[src/pkg/bitgrp_pkg.sv]
`default_nettype none

package bitgrp_pkg;

   // ==========================================================
   // Opcode field positions and values
   // ==========================================================
   localparam logic [3:0]  GROUP_CODE     = 4'h0;    // Bits 15:12 of this group
   localparam logic [2:0]  MOVE_EA_MODE   = 3'h1;    // Bits 5:3 mark the byte move
   localparam logic [2:0]  SEL_W_IN       = 3'h4;    // Word, memory to register
   localparam logic [2:0]  SEL_L_IN       = 3'h5;    // Long, memory to register
   localparam logic [2:0]  SEL_W_OUT      = 3'h6;    // Word, register to memory
   localparam logic [2:0]  SEL_L_OUT      = 3'h7;    // Long, register to memory
   localparam logic [2:0]  IMM_OR_CODE    = 3'h0;    // Bits 11:9 values
   localparam logic [2:0]  IMM_AND_CODE   = 3'h1;
   localparam logic [2:0]  IMM_SUB_CODE   = 3'h2;
   localparam logic [2:0]  IMM_ADD_CODE   = 3'h3;
   localparam logic [15:0] CCR_TAIL       = 16'h003C; // Low bits of condition byte form
   localparam logic [15:0] SR_TAIL        = 16'h007C; // Low bits of status word form
   localparam logic [15:0] TARGET_MASK    = 16'hF1FF; // Ignores bits 11:9
   localparam logic [1:0]  SZ_BYTE        = 2'h0;
   localparam logic [1:0]  SZ_WORD        = 2'h1;
   localparam logic [1:0]  SZ_LONG        = 2'h2;
   localparam logic [1:0]  BIT_TEST_CODE  = 2'h0;    // Bits 7:6 of dynamic bit forms
   localparam logic [1:0]  BIT_CHG_CODE   = 2'h1;
   localparam logic [1:0]  BIT_CLR_CODE   = 2'h2;
   localparam logic [1:0]  BOUNDS_CODE    = 2'h3;    // Bits 7:6 of bounds forms
   localparam int          CHECK_BIT      = 11;      // Extension word: check vs compare
   localparam int          KIND_BIT       = 15;      // Extension word: address vs data
   localparam logic [1:0]  EXT_NONE       = 2'h0;
   localparam logic [1:0]  EXT_ONE        = 2'h1;
   localparam logic [1:0]  EXT_TWO        = 2'h2;

   // ==========================================================
   // Types
   // ==========================================================
   typedef enum logic [1:0] {SIZE_BYTE, SIZE_WORD, SIZE_LONG, SIZE_NONE} size_t;

   typedef enum logic [4:0] {
      OP_NONE, immediate_or, immediate_and, immediate_subtract, immediate_add,
      or_condition_code_byte, or_status_word, and_condition_code_byte,
      and_status_word, bounds_compare, bounds_check, bit_test, bit_change,
      bit_clear, bit_set, peripheral_byte_move
   } op_t;

   typedef struct packed {
      op_t        op;          // Decoded operation
      size_t      size;        // Operand size
      logic [2:0] data_reg;    // Data register (bit and move forms)
      logic [2:0] ea_mode;     // Effective address mode field
      logic [2:0] ea_reg;      // Effective address register field
      logic       to_memory;   // Move direction, register out to memory
      logic       bounds_addr; // Bounds register is an address register
      logic [2:0] bounds_reg;  // Bounds register number
      logic [1:0] ext_count;   // Extension words still owed to execution
      logic       illegal;     // Pattern not handled by this group
   } decode_t;

endpackage : bitgrp_pkg

`default_nettype wire

[src/hdl/size_field_decoder.sv]
`timescale 1ns/1ns
`default_nettype none

// ============================================================
// Two-bit operand size field to size type
// ============================================================
module size_field_decoder
   import bitgrp_pkg::*;
(
   input  wire logic [1:0] field,   // Raw size field
   output logic            valid,   // Field names a real size
   output size_t           size     // Decoded size
);

   // Pattern 11 is not a size; caller flags it illegal
   always_comb begin
      valid = 1'b1;
      if (field == SZ_BYTE) begin
         size = SIZE_BYTE;
      end else if (field == SZ_WORD) begin
         size = SIZE_WORD;
      end else if (field == SZ_LONG) begin
         size = SIZE_LONG;
      end else begin
         size  = SIZE_NONE;
         valid = 1'b0;
      end
   end

endmodule : size_field_decoder

`default_nettype wire

[src/hdl/immediate_bit_group_decoder.sv]
`timescale 1ns/1ns
`default_nettype none

// ============================================================
// First-word decoder for opcode group 0000
// ============================================================
module immediate_bit_group_decoder
   import bitgrp_pkg::*;
(
   input  wire logic        ref_clk,    // Processor clock
   input  wire logic        resetn,     // Asynchronous reset, active low
   input  wire logic        word_valid, // Fetch offers a word this cycle
   input  wire logic [15:0] word_data,  // Opcode or extension word
   output logic             ext_wait,   // Next word taken is a bounds extension
   output logic             dec_valid,  // One-cycle pulse, decode stands in dec
   output decode_t          dec         // Decoded instruction
);

   // ==========================================================
   // State
   // ==========================================================
   typedef enum logic {ST_FIRST, ST_EXT} state_t;

   state_t     st_r, st_nxt;         // Waiting for opcode or for extension
   decode_t    dec_r, dec_nxt;       // Registered decode
   logic       dv_r, dv_nxt;         // Registered decode pulse
   decode_t    hold_r, hold_nxt;     // Bounds decode parked for its extension
   logic       imm_ok;               // Immediate size field is legal
   size_t      imm_size;             // Immediate size
   logic       bnd_ok;               // Bounds size field is legal
   size_t      bnd_size;             // Bounds size
   logic       first_take;           // Opcode word accepted
   logic       ext_take;             // Extension word accepted

   assign first_take = word_valid && (st_r == ST_FIRST);
   assign ext_take   = word_valid && (st_r == ST_EXT);
   assign ext_wait   = (st_r == ST_EXT);
   assign dec_valid  = dv_r;
   assign dec        = dec_r;

   // Immediate forms keep size in bits 7:6
   size_field_decoder u_imm_size (
      .field (word_data[7:6]),
      .valid (imm_ok),
      .size  (imm_size)
   );

   // Bounds forms keep size in bits 10:9
   size_field_decoder u_bnd_size (
      .field (word_data[10:9]),
      .valid (bnd_ok),
      .size  (bnd_size)
   );

   // Extension words owed after the opcode for an immediate operand
   function automatic logic [1:0] imm_words(input size_t s);
      if (s == SIZE_LONG) begin
         return EXT_TWO;
      end else begin
         return EXT_ONE;
      end
   endfunction : imm_words

   // ==========================================================
   // Next-state and decode logic
   // ==========================================================
   always_comb begin
      decode_t d;
      d        = '0;
      st_nxt   = st_r;
      dv_nxt   = 1'b0;
      dec_nxt  = dec_r;
      hold_nxt = hold_r;
      d.op          = OP_NONE;
      d.size        = SIZE_NONE;
      d.data_reg    = word_data[11:9];
      d.ea_mode     = word_data[5:3];
      d.ea_reg      = word_data[2:0];
      case (st_r)
         ST_FIRST: begin
            if (first_take) begin
               dv_nxt = 1'b1;
               if (word_data[15:12] != GROUP_CODE) begin
                  // Other groups are not ours
                  d.illegal = 1'b1;
               end else if (word_data[8]) begin
                  if (word_data[5:3] == MOVE_EA_MODE) begin
                     d.op        = peripheral_byte_move;
                     d.ext_count = EXT_ONE;  // Displacement follows
                     d.to_memory = word_data[7];
                     if (word_data[8:6] == SEL_W_IN) begin
                        d.size = SIZE_WORD;
                     end else if (word_data[8:6] == SEL_L_IN) begin
                        d.size = SIZE_LONG;
                     end else if (word_data[8:6] == SEL_W_OUT) begin
                        d.size = SIZE_WORD;
                     end else begin
                        // Remaining selector 111 is the long outbound form
                        d.size = SIZE_LONG;
                     end
                  end else begin
                     // Bit number comes from the data register
                     d.size = SIZE_NONE;
                     case (word_data[7:6])
                        BIT_TEST_CODE: d.op = bit_test;
                        BIT_CHG_CODE:  d.op = bit_change;
                        BIT_CLR_CODE:  d.op = bit_clear;
                        default:       d.op = bit_set;
                     endcase
                  end
               end else if (!word_data[11] && word_data[7:6] == BOUNDS_CODE) begin
                  // Bounds forms: decode finishes on the extension word unless size is 11
                  d.size    = bnd_size;
                  d.illegal = !bnd_ok;
                  d.op      = bounds_compare;
                  if (bnd_ok) begin
                     dv_nxt   = 1'b0;
                     hold_nxt = d;
                     st_nxt   = ST_EXT;
                  end
               end else if ((word_data[11:9] == IMM_OR_CODE)
                            || (word_data[11:9] == IMM_AND_CODE)) begin
                  d.ext_count = EXT_ONE;
                  if ((word_data & TARGET_MASK) == CCR_TAIL) begin
                     d.size = SIZE_BYTE;
                     d.op   = word_data[9] ? and_condition_code_byte
                                           : or_condition_code_byte;
                  end else if ((word_data & TARGET_MASK) == SR_TAIL) begin
                     d.size = SIZE_WORD;
                     d.op   = word_data[9] ? and_status_word : or_status_word;
                  end else begin
                     d.size      = imm_size;
                     d.illegal   = !imm_ok;
                     d.ext_count = imm_words(imm_size);
                     d.op        = word_data[9] ? immediate_and : immediate_or;
                  end
               end else if ((word_data[11:9] == IMM_SUB_CODE)
                            || (word_data[11:9] == IMM_ADD_CODE)) begin
                  d.size      = imm_size;
                  d.illegal   = !imm_ok;
                  d.ext_count = imm_words(imm_size);
                  d.op        = word_data[9] ? immediate_add : immediate_subtract;
               end else begin
                  // Remaining static forms belong to another decoder
                  d.illegal = 1'b1;
               end
               if (dv_nxt) begin
                  dec_nxt = d;
               end
            end
         end
         ST_EXT: begin
            if (ext_take) begin
               // Extension picks check or compare and the bounds register
               dec_nxt             = hold_r;
               dec_nxt.op          = word_data[CHECK_BIT] ? bounds_check : bounds_compare;
               dec_nxt.bounds_addr = word_data[KIND_BIT];
               dec_nxt.bounds_reg  = word_data[14:12];
               dv_nxt              = 1'b1;
               st_nxt              = ST_FIRST;
            end
         end
         default: st_nxt = ST_FIRST;
      endcase
   end

   // Registers only; no reset value depends on a port
   always_ff @(posedge ref_clk or negedge resetn) begin
      if (!resetn) begin
         st_r   <= ST_FIRST;
         dec_r  <= '0;
         dv_r   <= 1'b0;
         hold_r <= '0;
      end else begin
         st_r   <= st_nxt;
         dec_r  <= dec_nxt;
         dv_r   <= dv_nxt;
         hold_r <= hold_nxt;
      end
   end
endmodule : immediate_bit_group_decoder

`default_nettype wire

[config.mk]
export PLATFORM = sky130hd
export DESIGN_NAME = immediate_bit_group_decoder
export DESIGN_NICKNAME = d
export VERILOG_FILES = /design/src/pkg/bitgrp_pkg.sv /design/src/hdl/size_field_decoder.sv /design/src/hdl/immediate_bit_group_decoder.sv
export SDC_FILE = /design/constraint.sdc
export NUM_CORES = 1
export LEC_CHECK = 0
export ABC_AREA = 0
export BUFFER_PORTS_ARGS = -buffer_cell sky130_fd_sc_hd__buf_2
export CAP_MARGIN = 25
export CORE_ASPECT_RATIO = 0.7
export CORE_MARGIN = 4
export CORE_UTILIZATION = 40
export DETAILED_ROUTE_END_ITERATION = 10
export PLACE_DENSITY_LB_ADDON = 0.05
export REMOVE_ABC_BUFFERS = 1
export SKIP_LAST_GASP = 1
export SYNTH_ARGS = -nofsm -noshare
export SYNTH_HDL_FRONTEND = slang
export SYNTH_SLANG_ARGS = --single-unit
[constraint.sdc]
create_clock -name ref_clk -period 2.16 [get_ports ref_clk]
set_input_delay 0.216 -clock ref_clk [delete_from_list [all_inputs] [get_ports ref_clk]]
set_output_delay 0.216 -clock ref_clk [all_outputs]
set_load 0.03 [all_outputs]
* After elaboration in Yosys (flattened, before gate mapping) *
Cells that the tools add are included.

storage, ports and cells
  output and inout port bits = 26
  bits in latches = 0
  flip-flop bits (word level) = 38
  logic and storage cells = 117
  bits in read-only memories = 0
  memory bits (writable) = 0
  input bits = 19
  memories = 0

operators by class
  $lt $le $gt $ge = 0
  multiply operators = 0
  divide/modulo/power cells = 0
  add/sub/neg operators = 0
  shift-type cells = 0
  eq/ne operators = 18
  muxes and demuxes = 65
  bitwise logic cells = 3
  reductions and logical operators = 14

operators by type and width
  operator                                                count
  two-way mux 24 bit                                      3
  case mux 24 bit (2 select lines)                        1
  two-way mux 1 bit                                       30
  two-way mux 2 bit                                       15
  two-way mux 7 bit                                       4
  == test 13 x 6 -> 1 bit (second input constant)         1
  == test 13 x 7 -> 1 bit (second input constant)         1
  two-way mux 3 bit                                       4
  two-way mux 6 bit                                       2
  two-way mux 5 bit                                       2
  == test 3 bit (second input constant)                   3
  case mux 3 bit (3 select lines)                         1
  == test 2 bit (second input constant)                   4
  == test 3 x 1 -> 1 bit (second input constant)          2
  == test 3 x 2 -> 1 bit (second input constant)          2
  AND reduction 6 bit                                     1
  == test 2 x 1 -> 1 bit (second input constant)          2
  zero test 2 bit                                         2
  two-way mux 4 bit                                       1
  inequality test 2 x 1 -> 1 bit (second input constant)  2
  case mux 1 bit (2 select lines)                         2
  nonzero test 4 bit                                      1
  logical AND 1 bit                                       3
  zero test 1 bit                                         3
  5 further kinds                                         8

* Depth between registers and ports, before layout *
  word-level depth = 15
  depth in mapped cells = 8
  gate-level depth less buffers = 8

* Hierarchy *
A second synthesis with hierarchy kept.

unflattened totals
  cell total of the unflattened synthesis = 201
  area total of the unflattened synthesis = 2047.0 um2

modules (own cells, without submodules)
  module                       area each (um2)  sequential area each (um2)  cells each  times used
  immediate_bit_group_decoder  2024.4           925.9                       195         1
  size_field_decoder           11.3             0.0                         3           2

* Worst setup path after synthesis *
Ideal clock, no wire load.

  path kind = input port to flip-flop
  from = input word_data[7]
  to = register dec_r, in the netlist dec[20]
  path buffers = 0
  arrival = 1636 ps
  library setup time = 130 ps
  stages = 8
  path slack = 393 ps
  data required time = 2030 ps
  cell sequence = inv_1 -> ha_1 -> nor2b_1 -> nand4_1 -> ha_1 -> or3b_2 -> o2111ai_1 -> o21ai_0

between the ends
  word-level cells in the longest chain between the ends = 10
  elaborated cells between the ends (all ways) = 25
  those cells by class = eq/ne: 6; mux: 16; reduce/logical: 3

RTL lines
  element                           RTL line                            RTL
  from (decl)                       immediate_bit_group_decoder.sv:13   input wire logic [15:0] word_data,
  == test 13 x 7 -> 1 bit           immediate_bit_group_decoder.sv:128  end else if ((word_data & TARGET_MASK) == SR_TAIL) begin
  two-way mux 6 bit                 immediate_bit_group_decoder.sv:128
  two-way mux 6 bit                 immediate_bit_group_decoder.sv:124  if ((word_data & TARGET_MASK) == CCR_TAIL) begin
  two-way mux 7 bit                 immediate_bit_group_decoder.sv:121  end else if ((word_data[11:9] == IMM_OR_CODE)
  two-way mux 7 bit                 immediate_bit_group_decoder.sv:111  end else if (!word_data[11] && word_data[7:6] == BOUNDS_CODE) begin
  two-way mux 7 bit                 immediate_bit_group_decoder.sv:86   end else if (word_data[8]) begin
  two-way mux 7 bit                 immediate_bit_group_decoder.sv:83   if (word_data[15:12] != GROUP_CODE) begin
  two-way mux 24 bit                immediate_bit_group_decoder.sv:147  if (dv_nxt) begin
  two-way mux 24 bit                immediate_bit_group_decoder.sv:81   if (first_take) begin
  case mux 24 bit (2 select lines)  immediate_bit_group_decoder.sv:79   case (st_r)
  to (signal assigned)              immediate_bit_group_decoder.sv:176  dec_r <= dec_nxt;
  to (decl)                         immediate_bit_group_decoder.sv:25   decode_t dec_r, dec_nxt;

Parallel ways exist; a longest one is shown, timed or not. The select of a mux whose other input is x is not followed.
A chain may end at the register's enable or synchronous reset.

* Final worst setup path *
Same ends and word-level chain as after synthesis.

==> key figures <==
Die
  • Area of the core: 0.00491 sq mm
  • DIE HEIGHT: 68.5 microns
  • Rows: 21
  • Io pins: 45
  • Die width: 94.4 microns
  • Die ar.: about 0.0065 sq mm
  • Initial Utilization: 42.5%

Timing
  • Peak Freq: 0.546 GHz
  • Skew final: 0.00635 ns
  • Fin. Hold Viols: 0
  • Max transition margin: 44.4%
  • Final worst path period need: 1.83 ns
  • Setup-failing EPs final: 0
  • Least-Margin Pin Slew: ~0.83 ns
  • Final WS setup: 0.328 ns
  • Fin crit share: 84.8%
  • Unrepaired setup endpoints after global routing: false
  • Final Max Slew Viols: 0

Layout
  • Post-route cell area: between 0.002 and 0.0025 sq mm
  • Filler cell count: 507
  • Final net count: between 200 and 300
  • Synth-to-Final Area Change: 19.3%
  • Antenna cells: 0
  • Share of cells above drive strength 1: 34.0%

Logic synthesis
  • Synth Flop Type: dfrtp_1
  • Post-synth top area cell: dfrtp_1
  • Flops & latches, synth: 37
  • Post-Syn Area: between 0.002 and 0.0025 sq mm
  • Post-synth top cells: dfrtp_1, o21ai_0, nand2_1
  • Most common cell in the netlist: dfrtp_1
  • Synth top area cells: dfrtp_1, ha_1, mux2i_1
  • Syn_area_per_cell: 10.7 sq um
  • Syn Inst Count: 196
  • Share of the synthesized area in the top cell type: ~44%
  • Sequential-to-total area share from yosys stat: approximately 44%
  • Count of flip-flops with a built-in enable after synthesis: 0
  • Async SR Flop Fraction: 100%
  • Unique masters post-synth: 56
  • Synthesis warning total: 0

Global route
  • Global Route Usage Sum: 17.7%
  • Global-route wire length before repair: roughly 8600 microns
  • GRT overflow: 0
  • Initial antenna violation count: 0
  • Met2 Use GR: between 20% and 30%
  • Largest net degree at the start of global routing: 38
  • Gr busiest metal: met2
  • Met3 Usage GRT: ~5.5%
  • Vias in the first global route: 1722
  • Met1 Use GR: 23.8%

Placement
  • Hpwl dp: 3830 microns
  • DP Area: 0.00236 sq mm
  • I/O Buffers: 43
  • Placement Setup Slack: 0.0260 ns
  • GP Congestion: 0.858

Setup path
  • Crit-path cells: buf_2 -> inv_1 -> ha_1 -> nor2b_1 -> nand4_1 -> ha_1 -> or3b_2 -> o2111ai_1 -> o21ai_0
  • CP Launch Type: input port
  • CP Class: in2reg
  • Crit path max-delay family: simple AND/OR/NAND/NOR gates
  • Buf/Inv on CP: 2
  • Delay of the slowest cell on the worst path: 0.46 ns
  • R2r worst-path depth: 5
  • Critical Path RT: roughly 2.3 ns
  • FF-to-FF End: dec[11]
  • Slowest stage cell, crit path: or3b_2
  • Reg2Reg Launch Point: ext_wait
  • Critical Path AT: around 2 ns
  • Critical path peak fanout: 5
  • Reg2reg setup slack: 0.59 ns
  • Most frequent CP cell: ha_1
  • Worst setup EP type: register

Power and ir drop
  • Clk network pwr share: 42.5%
  • Leakage: 0.00118 uW
  • Pint: 1270 uW
  • NetSw: 459 uW
  • Maximum vdd drop: 0.324 mV
  • Power Dens Cells: 694 mW/mm^2
  • Seq pwr share: 42.7%
  • Sw frac: 26.5%
  • Comb power frac: 14.8%

Detailed routing
  • DRT antenna net count: 0
  • DR vias: around 1600
  • Routed wire length: 5150 microns
  • Iter 0 DRT Violations: 61
  • # DRC: 0
  • Routed len/inst: around 17 microns
  • DR vias/cell: between 5 and 6
  • DR pass1 iterations: 4

CTS
  • Root Buffer: clkbuf_8
  • Total clock sinks: 37
  • Hold-fix buffers, CTS: 0
  • Clock transition at the registers of the reported paths: 0.08 ns
  • Post-CTS setup buffer count: 0
  • CTS tree: yes
  • Total CTS buffers: 5
  • H-tree depth: 2
  • CTS resizes: 0
  • Clk_lat worst skew: 0.29 ns
  • Maximum buffer depth of the clock tree: 2

Job
  • Max-Cap Viols: 0

Status
  • Outcome: complete, no violations

Worst hold path
  • Hold Path Class: in2async
stage by stage:
step | TNS [ns] | hold slack [ns] | power (uW) | util (%) | std cells
final | 0 | 0.00740 | 1730 | 50.8 | 310
after CTS | 0 | 0.0435 | 1750 | 50.8 | 310
after detailed placement | 0 | 0.371 | 1010 | 48.0 | 302
after floorplan | -1.97 | -0.0796 | 894 | - | 183
after global routing | 0 | 0.0805 | 1810 | 50.8 | 310
after global placement | 0 | 0.351 | 1010 | 48.0 | 302
placed cells by master (no fill, tap or decap), types with 2 or more instances in the layout:
cell type,n
and2_1,2
nor3_1,4
clkbuf_8,5
nor3b_1,2
a21oi_1,5
o21ai_0,20
buf_2,43
and2_2,3
mux2_2,6
nand2_1,19
mux2_4,3
nor2_1,8
a211oi_1,2
buf_4,7
inv_1,7
nor2b_1,2
ha_1,10
bufinv_16,2
nand4_1,2
mux2i_1,10
a31oi_1,2
dfrtp_1,37
a22o_1,6
or3b_2,2
state kept, by name, indices dropped and copies added, names as in the netlist:
register	cells
hold_r	12
dec	23
ext_wait	1
dec_valid	1
worst max-delay path by stage:
stage | from | endpoint | slack, ns | depth (start not counted)
6_report | word_data[7] | dec[20] | 0.33 | 9
5_1_grt | word_data[7] | dec[20] | 0.20 | 9
4_1_cts | word_data[7] | dec[20] | 0.35 | 9
3_5_place_dp | word_data[7] | dec[20] | 0.03 | 9
3_3_place_gp | word_data[7] | dec[20] | 0.12 | 9
2_1_floorplan | ext_wait | dec[18] | -0.28 | 6
cell type report:
cell class	count	area, sq um	share of cell area [%]
Inverter	8	30.0	1.20
Timing Repair Buffer	50	268	10.7
Tap cell	69	86.3	3.46
Clock inverter	3	68.8	2.76
Multi-Input combinational cell	138	1050	41.9
Sequential cell	37	926	37.1
Clock buffer	5	68.8	2.76
power by group through the flow:
stage | logic, uW | clock network (uW) | registers [uW]
floorplan | 91.7 | 0 | 803
global route | 285 | 784 | 744
CTS | 259 | 752 | 740
detailed placement | 259 | 0 | 753
finish | 257 | 736 | 739
global placement | 258 | 0 | 751
kinds of logic (layout without fill, tap and decap cells):
| family | after synthesis | count (layout) | share of synthesized area, % |
|---|---|---|---|
| and+or+nand+nor | 56 | 56 | 16.3 |
| AOI/OAI and AO/OA | 52 | 52 | 17.4 |
| DFF | 37 | 37 | 44.3 |
| buffers and inverters | 21 | 66 | 5.63 |
| muxes | 19 | 19 | 10.2 |
| adders and majority gates | 10 | 10 | 5.99 |
| other | 1 | 1 | 0.179 |
layer usage:
metal / wire [microns] / share of wire (%)
met4: 44 / 0.86
met1: 2420 / 47
met3: 413 / 8.0
met2: 2260 / 44
met5: 0 / 0
Power figures use the tool's default switching activity.
